$ cat src/logic/eag_defs.svh
`ifndef EAG_DEFS_SVH
`define EAG_DEFS_SVH

// Instruction word fields (bit 15 is the leftmost bit of the word)
`define EAG_I_BIT 15
`define EAG_X_BIT 14
`define EAG_S_BIT 9
`define EAG_D_MSB 8
`define EAG_Y_BIT 4
`define EAG_SEL_MSB 1
`define EAG_SECT_LSB 9

// Displacement limits
`define EAG_REG_LIMIT 9'h008
`define EAG_POST_LIMIT 9'h040

// Address widths of the sectored modes
`define EAG_SS_MASK 16'h3FFF
`define EAG_SM_MASK 16'h7FFF

// Indirect word fields
`define EAG_PTR_IX_BIT 14
`define EAG_PTR_LONG_BIT 12
`define EAG_PTR_SEG_MSB 11

// Class select values
`define EAG_CLASS_STACK 2'h1
`define EAG_CLASS_STACK_POST 2'h3

// Base select values
`define EAG_BASE_PROC 2'h0
`define EAG_BASE_STACK 2'h1
`define EAG_BASE_LINK 2'h2
`define EAG_BASE_AUX 2'h3

`endif

$ cat src/logic/eag_pkg.sv
package eag_pkg;

    typedef enum logic [3:0] {
        MODE_SS = 4'h1,
        MODE_SM = 4'h2,
        MODE_RM = 4'h4,
        MODE_BR = 4'h8
    } eag_mode_t;

    typedef enum logic [4:0] {
        ST_IDLE = 5'h01,
        ST_CALC = 5'h02,
        ST_PTR = 5'h04,
        ST_PTR_LO = 5'h08,
        ST_PTR_EXT = 5'h10
    } eag_state_t;

    typedef struct packed {
        logic [11:0] seg;
        logic [15:0] off;
    } eag_addr_t;

    typedef struct packed {
        eag_addr_t procedure_base;
        eag_addr_t stack_base;
        eag_addr_t link_base;
        eag_addr_t auxiliary_base;
    } eag_bases_t;

    typedef struct packed {
        logic [15:0] instr;
        logic [15:0] addr_word;
        logic [15:0] pc;
        logic [15:0] x;
        logic [15:0] y;
        logic [15:0] stack_top_pointer;
        logic is_index_insn;
        eag_mode_t mode;
        eag_bases_t bases;
    } eag_req_t;

    typedef struct packed {
        eag_addr_t ea;
        logic is_reg;
        logic [2:0] reg_num;
        logic ptr_long;
    } eag_result_t;

endpackage : eag_pkg

$ cat src/logic/eag_base_sel.sv
`timescale 1ns/100ps
`include "eag_defs.svh"

module eag_base_sel import eag_pkg::*; (
    input wire eag_bases_t bases,
    input wire logic [1:0] sel,
    input wire logic [15:0] disp,
    input wire logic [15:0] idx,
    output eag_addr_t addr
);

    wire eag_addr_t base;

    assign base = (sel == `EAG_BASE_PROC) ? bases.procedure_base :
                  (sel == `EAG_BASE_STACK) ? bases.stack_base :
                  (sel == `EAG_BASE_LINK) ? bases.link_base : bases.auxiliary_base;
    // Offset wraps inside the segment; the segment never carries
    assign addr = {base.seg, base.off + disp + idx};

endmodule : eag_base_sel

$ cat src/logic/eag_core.sv
// How it works
// - Stack-relative two-word: address word plus stack pointer, then as long reach.
// - Class 1 gives direct, indexed, indirect, preindexed; class 3 gives postindexed.
// - Base select 00 procedure, 01 stack, 10 link, 11 auxiliary base.
// - Second word of base format is a 16-bit displacement added to base.
// - Indirect, X, Y and base select decode to 32 address forms.
// - Base format pointers are read as 32-bit or 48-bit layout.
// - Base format final address is always memory, never the register file.
// - Load-index and store-index allow only direct and indirect forms.
// - Small sectored mode addresses are 14 bits wide.
// - Small sectored mode: multi-level indexing and indirection, index before pointer.
// - Program counter used points at the instruction itself.
// - Sector bit clear: sector bits of the address are zero.
// - Sector bit set: program counter sector bits joined with displacement.
// - Sector bit clear, direct and unindexed, displacement 0-7 selects a processor register.
// - Mid sectored mode, also relative mid with sector clear, is 15 bits wide.
// - Mid sectored indirect word: 15-bit address, no X flag, chains.
// - Mid sectored indexing once, after all indirection, except low sector-zero case.
// - Sector-zero indirect-indexed: below octal 100 preindex, otherwise postindex.
// - Long reach starts from the word after the instruction, then flags apply.
`timescale 1ns/100ps
`include "eag_defs.svh"

module eag_core import eag_pkg::*; (
    input wire logic clk,
    input wire logic rst,
    input wire logic req_valid,
    input wire eag_req_t req,
    output logic busy,
    output logic mem_rd,
    output eag_addr_t mem_addr,
    input wire logic mem_ack,
    input wire logic [15:0] mem_data,
    output logic done,
    output eag_result_t result
);

    function automatic logic [15:0] eag_mask(input eag_mode_t m, input logic [15:0] a);
        case (m)
            MODE_SS: eag_mask = a & `EAG_SS_MASK;
            MODE_SM, MODE_RM: eag_mask = a & `EAG_SM_MASK;
            default: eag_mask = a;
        endcase
    endfunction : eag_mask

    eag_state_t state_ff, nxt_state;
    eag_req_t req_ff, nxt_req;
    logic [15:0] post_ff, nxt_post;
    logic [11:0] seg_ff, nxt_seg;
    logic [15:0] off_ff, nxt_off;
    logic long_ff, nxt_long;
    logic mem_rd_ff, nxt_mem_rd;
    eag_addr_t mem_addr_ff, nxt_mem_addr;
    logic done_ff, nxt_done;
    eag_result_t res_ff, nxt_res;
    logic busy_ff, nxt_busy;

    // Instruction word decode
    wire logic [15:0] ins = req_ff.instr;
    wire logic f_ind = ins[`EAG_I_BIT];
    wire logic f_idx = ins[`EAG_X_BIT];
    wire logic f_sect = ins[`EAG_S_BIT];
    wire logic f_y = ins[`EAG_Y_BIT];
    wire logic [8:0] disp = ins[`EAG_D_MSB:0];
    wire logic [1:0] sel = ins[`EAG_SEL_MSB:0];
    wire eag_mode_t mode = req_ff.mode;
    wire logic is_ss = (mode == MODE_SS);
    wire logic is_sm = (mode == MODE_SM);
    wire logic is_rm = (mode == MODE_RM);
    wire logic is_br = (mode == MODE_BR);

    // Sector-zero and current-sector displacement; pc points at the instruction
    wire logic [15:0] sect_zero = {7'h00, disp};
    wire logic [15:0] sect_cur = {req_ff.pc[15:`EAG_SECT_LSB], disp};
    wire logic [15:0] sect_disp = f_sect ? sect_cur : sect_zero;
    wire logic reg_alias = !f_sect && !f_ind && !f_idx && (disp < `EAG_REG_LIMIT);

    // Small sectored: instruction X always added before any indirection
    wire logic [15:0] ss_start = eag_mask(MODE_SS, sect_disp + (f_idx ? req_ff.x : 16'h0000));

    // Mid sectored: indexed direct forms preindex; indirect forms preindex only in the low sector-zero case
    wire logic sm_pre = f_idx && (!f_ind || (!f_sect && (disp < `EAG_POST_LIMIT)));
    wire logic sm_post = f_idx && f_ind && !sm_pre;
    wire logic [15:0] sm_start = eag_mask(MODE_SM, sect_disp + (sm_pre ? req_ff.x : 16'h0000));

    // Long reach and stack relative two-word
    wire logic rm_stack = sel[0];
    wire logic [15:0] rm_base = req_ff.addr_word + (rm_stack ? req_ff.stack_top_pointer : 16'h0000);
    wire logic rm_pre = f_idx && (!f_ind || !sel[1]);
    wire logic rm_post = f_idx && f_ind && sel[1];
    wire logic [15:0] rm_start = eag_mask(MODE_RM, rm_base + (rm_pre ? req_ff.x : 16'h0000));

    // Base-register two-word: form code is {I, X, Y}
    wire logic [2:0] form = {f_ind, f_idx, f_y};
    wire logic br_ind = f_ind || (f_idx && f_y);
    wire logic br_pre_y = !req_ff.is_index_insn && ((form == 3'h1) || (form == 3'h4));
    wire logic br_pre_x = !req_ff.is_index_insn && ((form == 3'h2) || (form == 3'h6));
    wire logic br_post_y = !req_ff.is_index_insn && (form == 3'h5);
    wire logic br_post_x = !req_ff.is_index_insn && (form == 3'h7);
    wire logic [15:0] br_pre = br_pre_y ? req_ff.y : (br_pre_x ? req_ff.x : 16'h0000);
    wire eag_addr_t br_start;

    eag_base_sel u_base_sel (
        .bases(req_ff.bases),
        .sel(sel),
        .disp(req_ff.addr_word),
        .idx(br_pre),
        .addr(br_start)
    );

    // Selection of the first address for the current mode
    wire logic start_ind = is_br ? br_ind : f_ind;
    wire logic [15:0] start_off = is_ss ? ss_start : (is_sm ? sm_start : (is_rm ? rm_start : br_start.off));
    wire logic [11:0] start_seg = is_br ? br_start.seg : 12'h000;
    wire logic [15:0] start_post = is_sm ? (sm_post ? req_ff.x : 16'h0000) :
                                   is_rm ? (rm_post ? req_ff.x : 16'h0000) :
                                   is_br ? (br_post_y ? req_ff.y : (br_post_x ? req_ff.x : 16'h0000)) :
                                   16'h0000;

    // Pointer chain decode
    wire logic chain_more = mem_data[`EAG_I_BIT];
    wire logic [15:0] ss_ptr = {2'b00, mem_data[13:0]};
    wire logic [15:0] ss_chain = eag_mask(MODE_SS, ss_ptr + (mem_data[`EAG_PTR_IX_BIT] ? req_ff.x : 16'h0000));
    wire logic [15:0] sm_chain = {1'b0, mem_data[14:0]};
    wire logic [15:0] chain_off = is_ss ? ss_chain : sm_chain;
    wire logic [15:0] chain_final = eag_mask(mode, chain_off + post_ff);
    wire logic [15:0] br_final = off_ff + post_ff;

    always_comb begin
        nxt_state = state_ff;
        nxt_req = req_ff;
        nxt_post = post_ff;
        nxt_seg = seg_ff;
        nxt_off = off_ff;
        nxt_long = long_ff;
        nxt_mem_rd = 1'b0;
        nxt_mem_addr = mem_addr_ff;
        nxt_done = 1'b0;
        nxt_res = res_ff;
        case (state_ff)
            ST_IDLE: begin
                if (req_valid) begin
                    nxt_req = req;
                    nxt_state = ST_CALC;
                end
            end
            ST_CALC: begin
                nxt_post = start_post;
                nxt_long = 1'b0;
                if (start_ind) begin
                    nxt_mem_rd = 1'b1;
                    nxt_mem_addr.seg = start_seg;
                    nxt_mem_addr.off = start_off;
                    nxt_state = ST_PTR;
                end else begin
                    nxt_res.ea.seg = start_seg;
                    nxt_res.ea.off = start_off;
                    nxt_res.is_reg = !is_br && !is_rm && reg_alias;
                    nxt_res.reg_num = disp[2:0];
                    nxt_res.ptr_long = 1'b0;
                    nxt_done = 1'b1;
                    nxt_state = ST_IDLE;
                end
            end
            ST_PTR: begin
                nxt_mem_rd = 1'b1;
                if (mem_ack) begin
                    if (is_br) begin
                        // First pointer word carries segment and layout
                        nxt_seg = mem_data[`EAG_PTR_SEG_MSB:0];
                        nxt_long = mem_data[`EAG_PTR_LONG_BIT];
                        nxt_mem_addr.off = mem_addr_ff.off + 16'h0001;
                        nxt_state = ST_PTR_LO;
                    end else if (chain_more) begin
                        nxt_mem_addr.seg = 12'h000;
                        nxt_mem_addr.off = chain_off;
                    end else begin
                        nxt_mem_rd = 1'b0;
                        nxt_res.ea.seg = 12'h000;
                        nxt_res.ea.off = chain_final;
                        nxt_res.is_reg = 1'b0;
                        nxt_res.reg_num = 3'h0;
                        nxt_res.ptr_long = 1'b0;
                        nxt_done = 1'b1;
                        nxt_state = ST_IDLE;
                    end
                end
            end
            ST_PTR_LO: begin
                nxt_mem_rd = 1'b1;
                if (mem_ack) begin
                    nxt_off = mem_data;
                    if (long_ff) begin
                        nxt_mem_addr.off = mem_addr_ff.off + 16'h0001;
                        nxt_state = ST_PTR_EXT;
                    end else begin
                        nxt_mem_rd = 1'b0;
                        nxt_res.ea.seg = seg_ff;
                        nxt_res.ea.off = mem_data + post_ff;
                        nxt_res.is_reg = 1'b0;
                        nxt_res.reg_num = 3'h0;
                        nxt_res.ptr_long = 1'b0;
                        nxt_done = 1'b1;
                        nxt_state = ST_IDLE;
                    end
                end
            end
            ST_PTR_EXT: begin
                nxt_mem_rd = 1'b1;
                // Third word is the bit offset; it is read to keep the layout but unused here
                if (mem_ack) begin
                    nxt_mem_rd = 1'b0;
                    nxt_res.ea.seg = seg_ff;
                    nxt_res.ea.off = br_final;
                    nxt_res.is_reg = 1'b0;
                    nxt_res.reg_num = 3'h0;
                    nxt_res.ptr_long = 1'b1;
                    nxt_done = 1'b1;
                    nxt_state = ST_IDLE;
                end
            end
            default: begin
                nxt_state = ST_IDLE;
            end
        endcase
        nxt_busy = (nxt_state != ST_IDLE);
    end

    always_ff @(posedge clk) begin
        if (rst) begin
            state_ff <= ST_IDLE;
            req_ff <= '0;
            post_ff <= 16'h0000;
            seg_ff <= 12'h000;
            off_ff <= 16'h0000;
            long_ff <= 1'b0;
            mem_rd_ff <= 1'b0;
            mem_addr_ff <= '0;
            done_ff <= 1'b0;
            res_ff <= '0;
            busy_ff <= 1'b0;
        end else begin
            state_ff <= nxt_state;
            req_ff <= nxt_req;
            post_ff <= nxt_post;
            seg_ff <= nxt_seg;
            off_ff <= nxt_off;
            long_ff <= nxt_long;
            mem_rd_ff <= nxt_mem_rd;
            mem_addr_ff <= nxt_mem_addr;
            done_ff <= nxt_done;
            res_ff <= nxt_res;
            busy_ff <= nxt_busy;
        end
    end

    assign busy = busy_ff;
    assign mem_rd = mem_rd_ff;
    assign mem_addr = mem_addr_ff;
    assign done = done_ff;
    assign result = res_ff;

    wire logic in_calc = (state_ff == ST_CALC);
endmodule : eag_core

$ cat config.mk
export PLATFORM = sky130hd
export DESIGN_NAME = eag_core
export DESIGN_NICKNAME = d
export VERILOG_FILES = /design/src/logic/eag_pkg.sv /design/src/logic/eag_base_sel.sv /design/src/logic/eag_core.sv
export VERILOG_INCLUDE_DIRS = /design/src /design/src/logic
export SDC_FILE = /design/constraint.sdc
export NUM_CORES = 1
export LEC_CHECK = 0
export ABC_CLOCK_PERIOD_IN_PS = 14130
export BUFFER_PORTS_ARGS = -buffer_cell sky130_fd_sc_hd__buf_2
export CAP_MARGIN = 20
export CORE_MARGIN = 2
export CORE_UTILIZATION = 63
export CTS_CLUSTER_SIZE = 16
export DETAILED_ROUTE_END_ITERATION = 8
export PLACE_DENSITY = 0.87
export SYNTH_ARGS = -nofsm -noshare
export SYNTH_HDL_FRONTEND = slang
export SYNTH_HIERARCHICAL = 1
export SYNTH_SLANG_ARGS = --single-unit
$ cat constraint.sdc
create_clock -name clk -period 14.13 [get_ports clk]
set_input_delay 2.826 -clock clk [delete_from_list [all_inputs] [get_ports clk]]
set_output_delay 2.826 -clock clk [all_outputs]
set_load 0.005 [all_outputs]
==> out/metrics.csv <==
metric,value,unit
status,finished clean,
multiInputGateArea,0.0122,mm2
drt_first_pass_iters,6,
power_density,110,mW/mm2
hold_start,req_ff[118],
die_y,179,um
grt-ovfl-total,0,
path_max_fanout,17,
cts.sinks,312,
vias_per_cell,6.27,
drc,0,
routedWlPerCell,21.1,um
cts_setup_buffers,0,
port_buffers,281,
clock_latency,0.55,ns
ys_ff_latch,312,
num_rows,63,
yosys.area_share.simple,22.3,%
fin_util,73.2,%
initialDrtViolationCount,1845,
finalSetupViolCount,0,
reg2regPathDepth,19,
period_minus_slack,7.00,ns
synth_nets,2829,
synth_top_area_cell,dfxtp_1,
cp-start-kind,primary input,
ir_worst_vdd,0.119,mV
postRouteWirelength,64700,um
regArea,0.00625,mm2
num-nets-final,3020,
hold_viol_final,0,
layout_setup_ws,7.13,ns
leakagePower,9.37,nW
fin_worst_skew,0.0195,ns
ant_nets,0,
rr_endpoint,result[20],
yosys-top-cells-area,"dfxtp_1 32%, nand2_1 12%, a21oi_1 8.7%, ha_1 6.4%, fa_1 3.7%",
final_area,0.0219,mm2
synth_cell_types,96,
crit_path_max_incr_delay,0.42,ns
die-width,179,um
hold_buffers,0,
gr-usage-all-layers,40.0,%
syn_area,0.0192,mm2
ys_async_sr_fraction,0,%
period_share,49.5,%
synth_top_family_by_area,compound AO/OA/AOI/OAI gates,
startpoint,mem_data[14],
drv_cap,0,
cp_cell_sequence,"buf_2, and2_1, ha_1, inv_1, fa_1, nor2b_1, o21ai_0, a21oi_1, o21ai_0, nor3b_1, a21o_1, ha_1, a2111oi_2, o21ai_1, a31o_2, a221oi_2, xor2_1, nor4_1, a2111oi_0, a31oi_1",
tns,0,ns
reg2reg_slack,9.12,ns
synth_xor_area_share,4.22,%
worstPathArrival,7.40,ns
ys_seq_area_share,32.5,%
synthFlopType,dfxtp_1,
vias,19218,
htree_levels,2,
fmax,0.143,GHz
crit_path_end_kind,register,
syn_inst,2461,
first_global_vias,17776,
holdWs,0.448,ns
synth-edff-count,0,
cts_buffer_depth,3,
dp_hpwl,47100,um
cts_root_buffer,clkbuf_16,
synth_top_area_share,32.5,%
grt_max_degree,133,
synth_most_common_cell,nand2_1,
grt_pass1_wl,98000,um
synth.area.mux_share,3.59,%
worstHoldPathType,register to register,
avgSynthCellArea,7.81,um2
crit_end,result[20],
grt_antenna_before_repair,2,
crit_buf_inv,2,
synth-adder-area-share,10.2,%
ys_top_cells_by_count,"623 x nand2_1, 334 x a21oi_1, 312 x dfxtp_1",
layout-drive-gt1-share,15.9,%
dpl.cell_count,3003,
post_dp_cell_area,0.0207,mm2
pre_cts_slack,6.74,ns
crit_cells,20,
synth_compound_area_share,22.9,%
core_area,0.0299,mm2
ios,297,
syn_to_final_growth,13.7,%
slew_headroom,31.4,%
start_util,64.4,%
cts_tree,built,
r2r_start,req_ff[149],
total_power,2.40,mW
slew_violations,0,
ys_warn_count,6,
worst_pin_slew,1.02,ns
cp_top_family,compound AO/OA/AOI/OAI gates,
critPathKind,primary input to register,
fillers,2360,
numCtsBuffers,35,
rsz0062_at_grt,no,
post_cts_resize_count,0,
worstPathRequired,14.53,ns
gp_congestion,1.01,
die-area,0.0319,mm2
crit_path_top_delay_cell,fa_1,
stdcell_count,3064,
clk_pin_slew_worst_paths,0.06,ns
state kept, by name, summed over array words and instances (netlist names):
signal    cells
seg_ff       12
mode          4
post_ff      16
mem_addr     28
mem_rd        1
busy          1
req_ff      182
done          1
ins          12
result       33
state_ff      5
off_ff       16
long_ff       1
layout make-up:
type | count | area share, %
clock buffers | 48 | 4.50
repair buffers | 307 | 7.57
flip-flops and latches | 312 | 28.6
well taps | 390 | 2.23
multi-input cells | 1948 | 55.7
inverters | 48 | 0.824
diodes | 1 | 0.0114
clock inverters | 10 | 0.595
per-layer routing:
metal  global-route usage, %  routed length [um]
met5                       0                  11
met4                    19.9                3620
met3                    8.69                6500
met2                    61.7               28100
met1                    53.1               26400
logic make-up after synthesis:
family | Yosys count
mux | 34
flops | 312
buf+inv | 201
fa+ha+maj | 135
compound gates | 704
xor+xnor | 91
simple gates | 984
how the worst min path moves through the flow:
stage / slack (ns) / depth (start not counted) / to
floorplan: 0.43 / 2 / req_ff[118]
CTS: 0.45 / 2 / req_ff[118]
global placement: 0.44 / 2 / req_ff[104]
global route: 0.47 / 2 / req_ff[122]
detailed placement: 0.44 / 2 / req_ff[118]
finish: 0.45 / 2 / req_ff[118]
worst min-delay path, cell delays in order, from the launching register on:
cell and delay, ns:
dfxtp_1 0.30, nand2_1 0.05, a21oi_1 0.05
placed cells by master, fill, tap and decap left out, types with 9 or more instances in the layout:
cell / n
a211oi_1: 36
a21o_1: 28
a21oi_1: 334
a22o_1: 18
a22oi_1: 25
a31oi_1: 19
and2_1: 38
and3_1: 18
buf_2: 280
buf_4: 23
clkbuf_16: 35
dfxtp_1: 311
fa_1: 36
ha_1: 99
inv_1: 48
mux4_2: 28
nand2_1: 622
nand2b_1: 15
nand3_1: 25
nor2_1: 149
nor2b_1: 16
nor3_1: 28
nor4_1: 9
o211ai_1: 28
o21a_1: 14
o21ai_0: 97
or3_1: 12
xnor2_1: 58
xor2_1: 32
report_power, final:
group          internal, mW  switching (mW)  leakage [nW]
clock                 0.525           0.379         0.537
sequential            0.935          0.0581          2.55
combinational         0.193           0.313          6.29
total                  1.65           0.750          9.37
(Power assumes the default switching activity.)
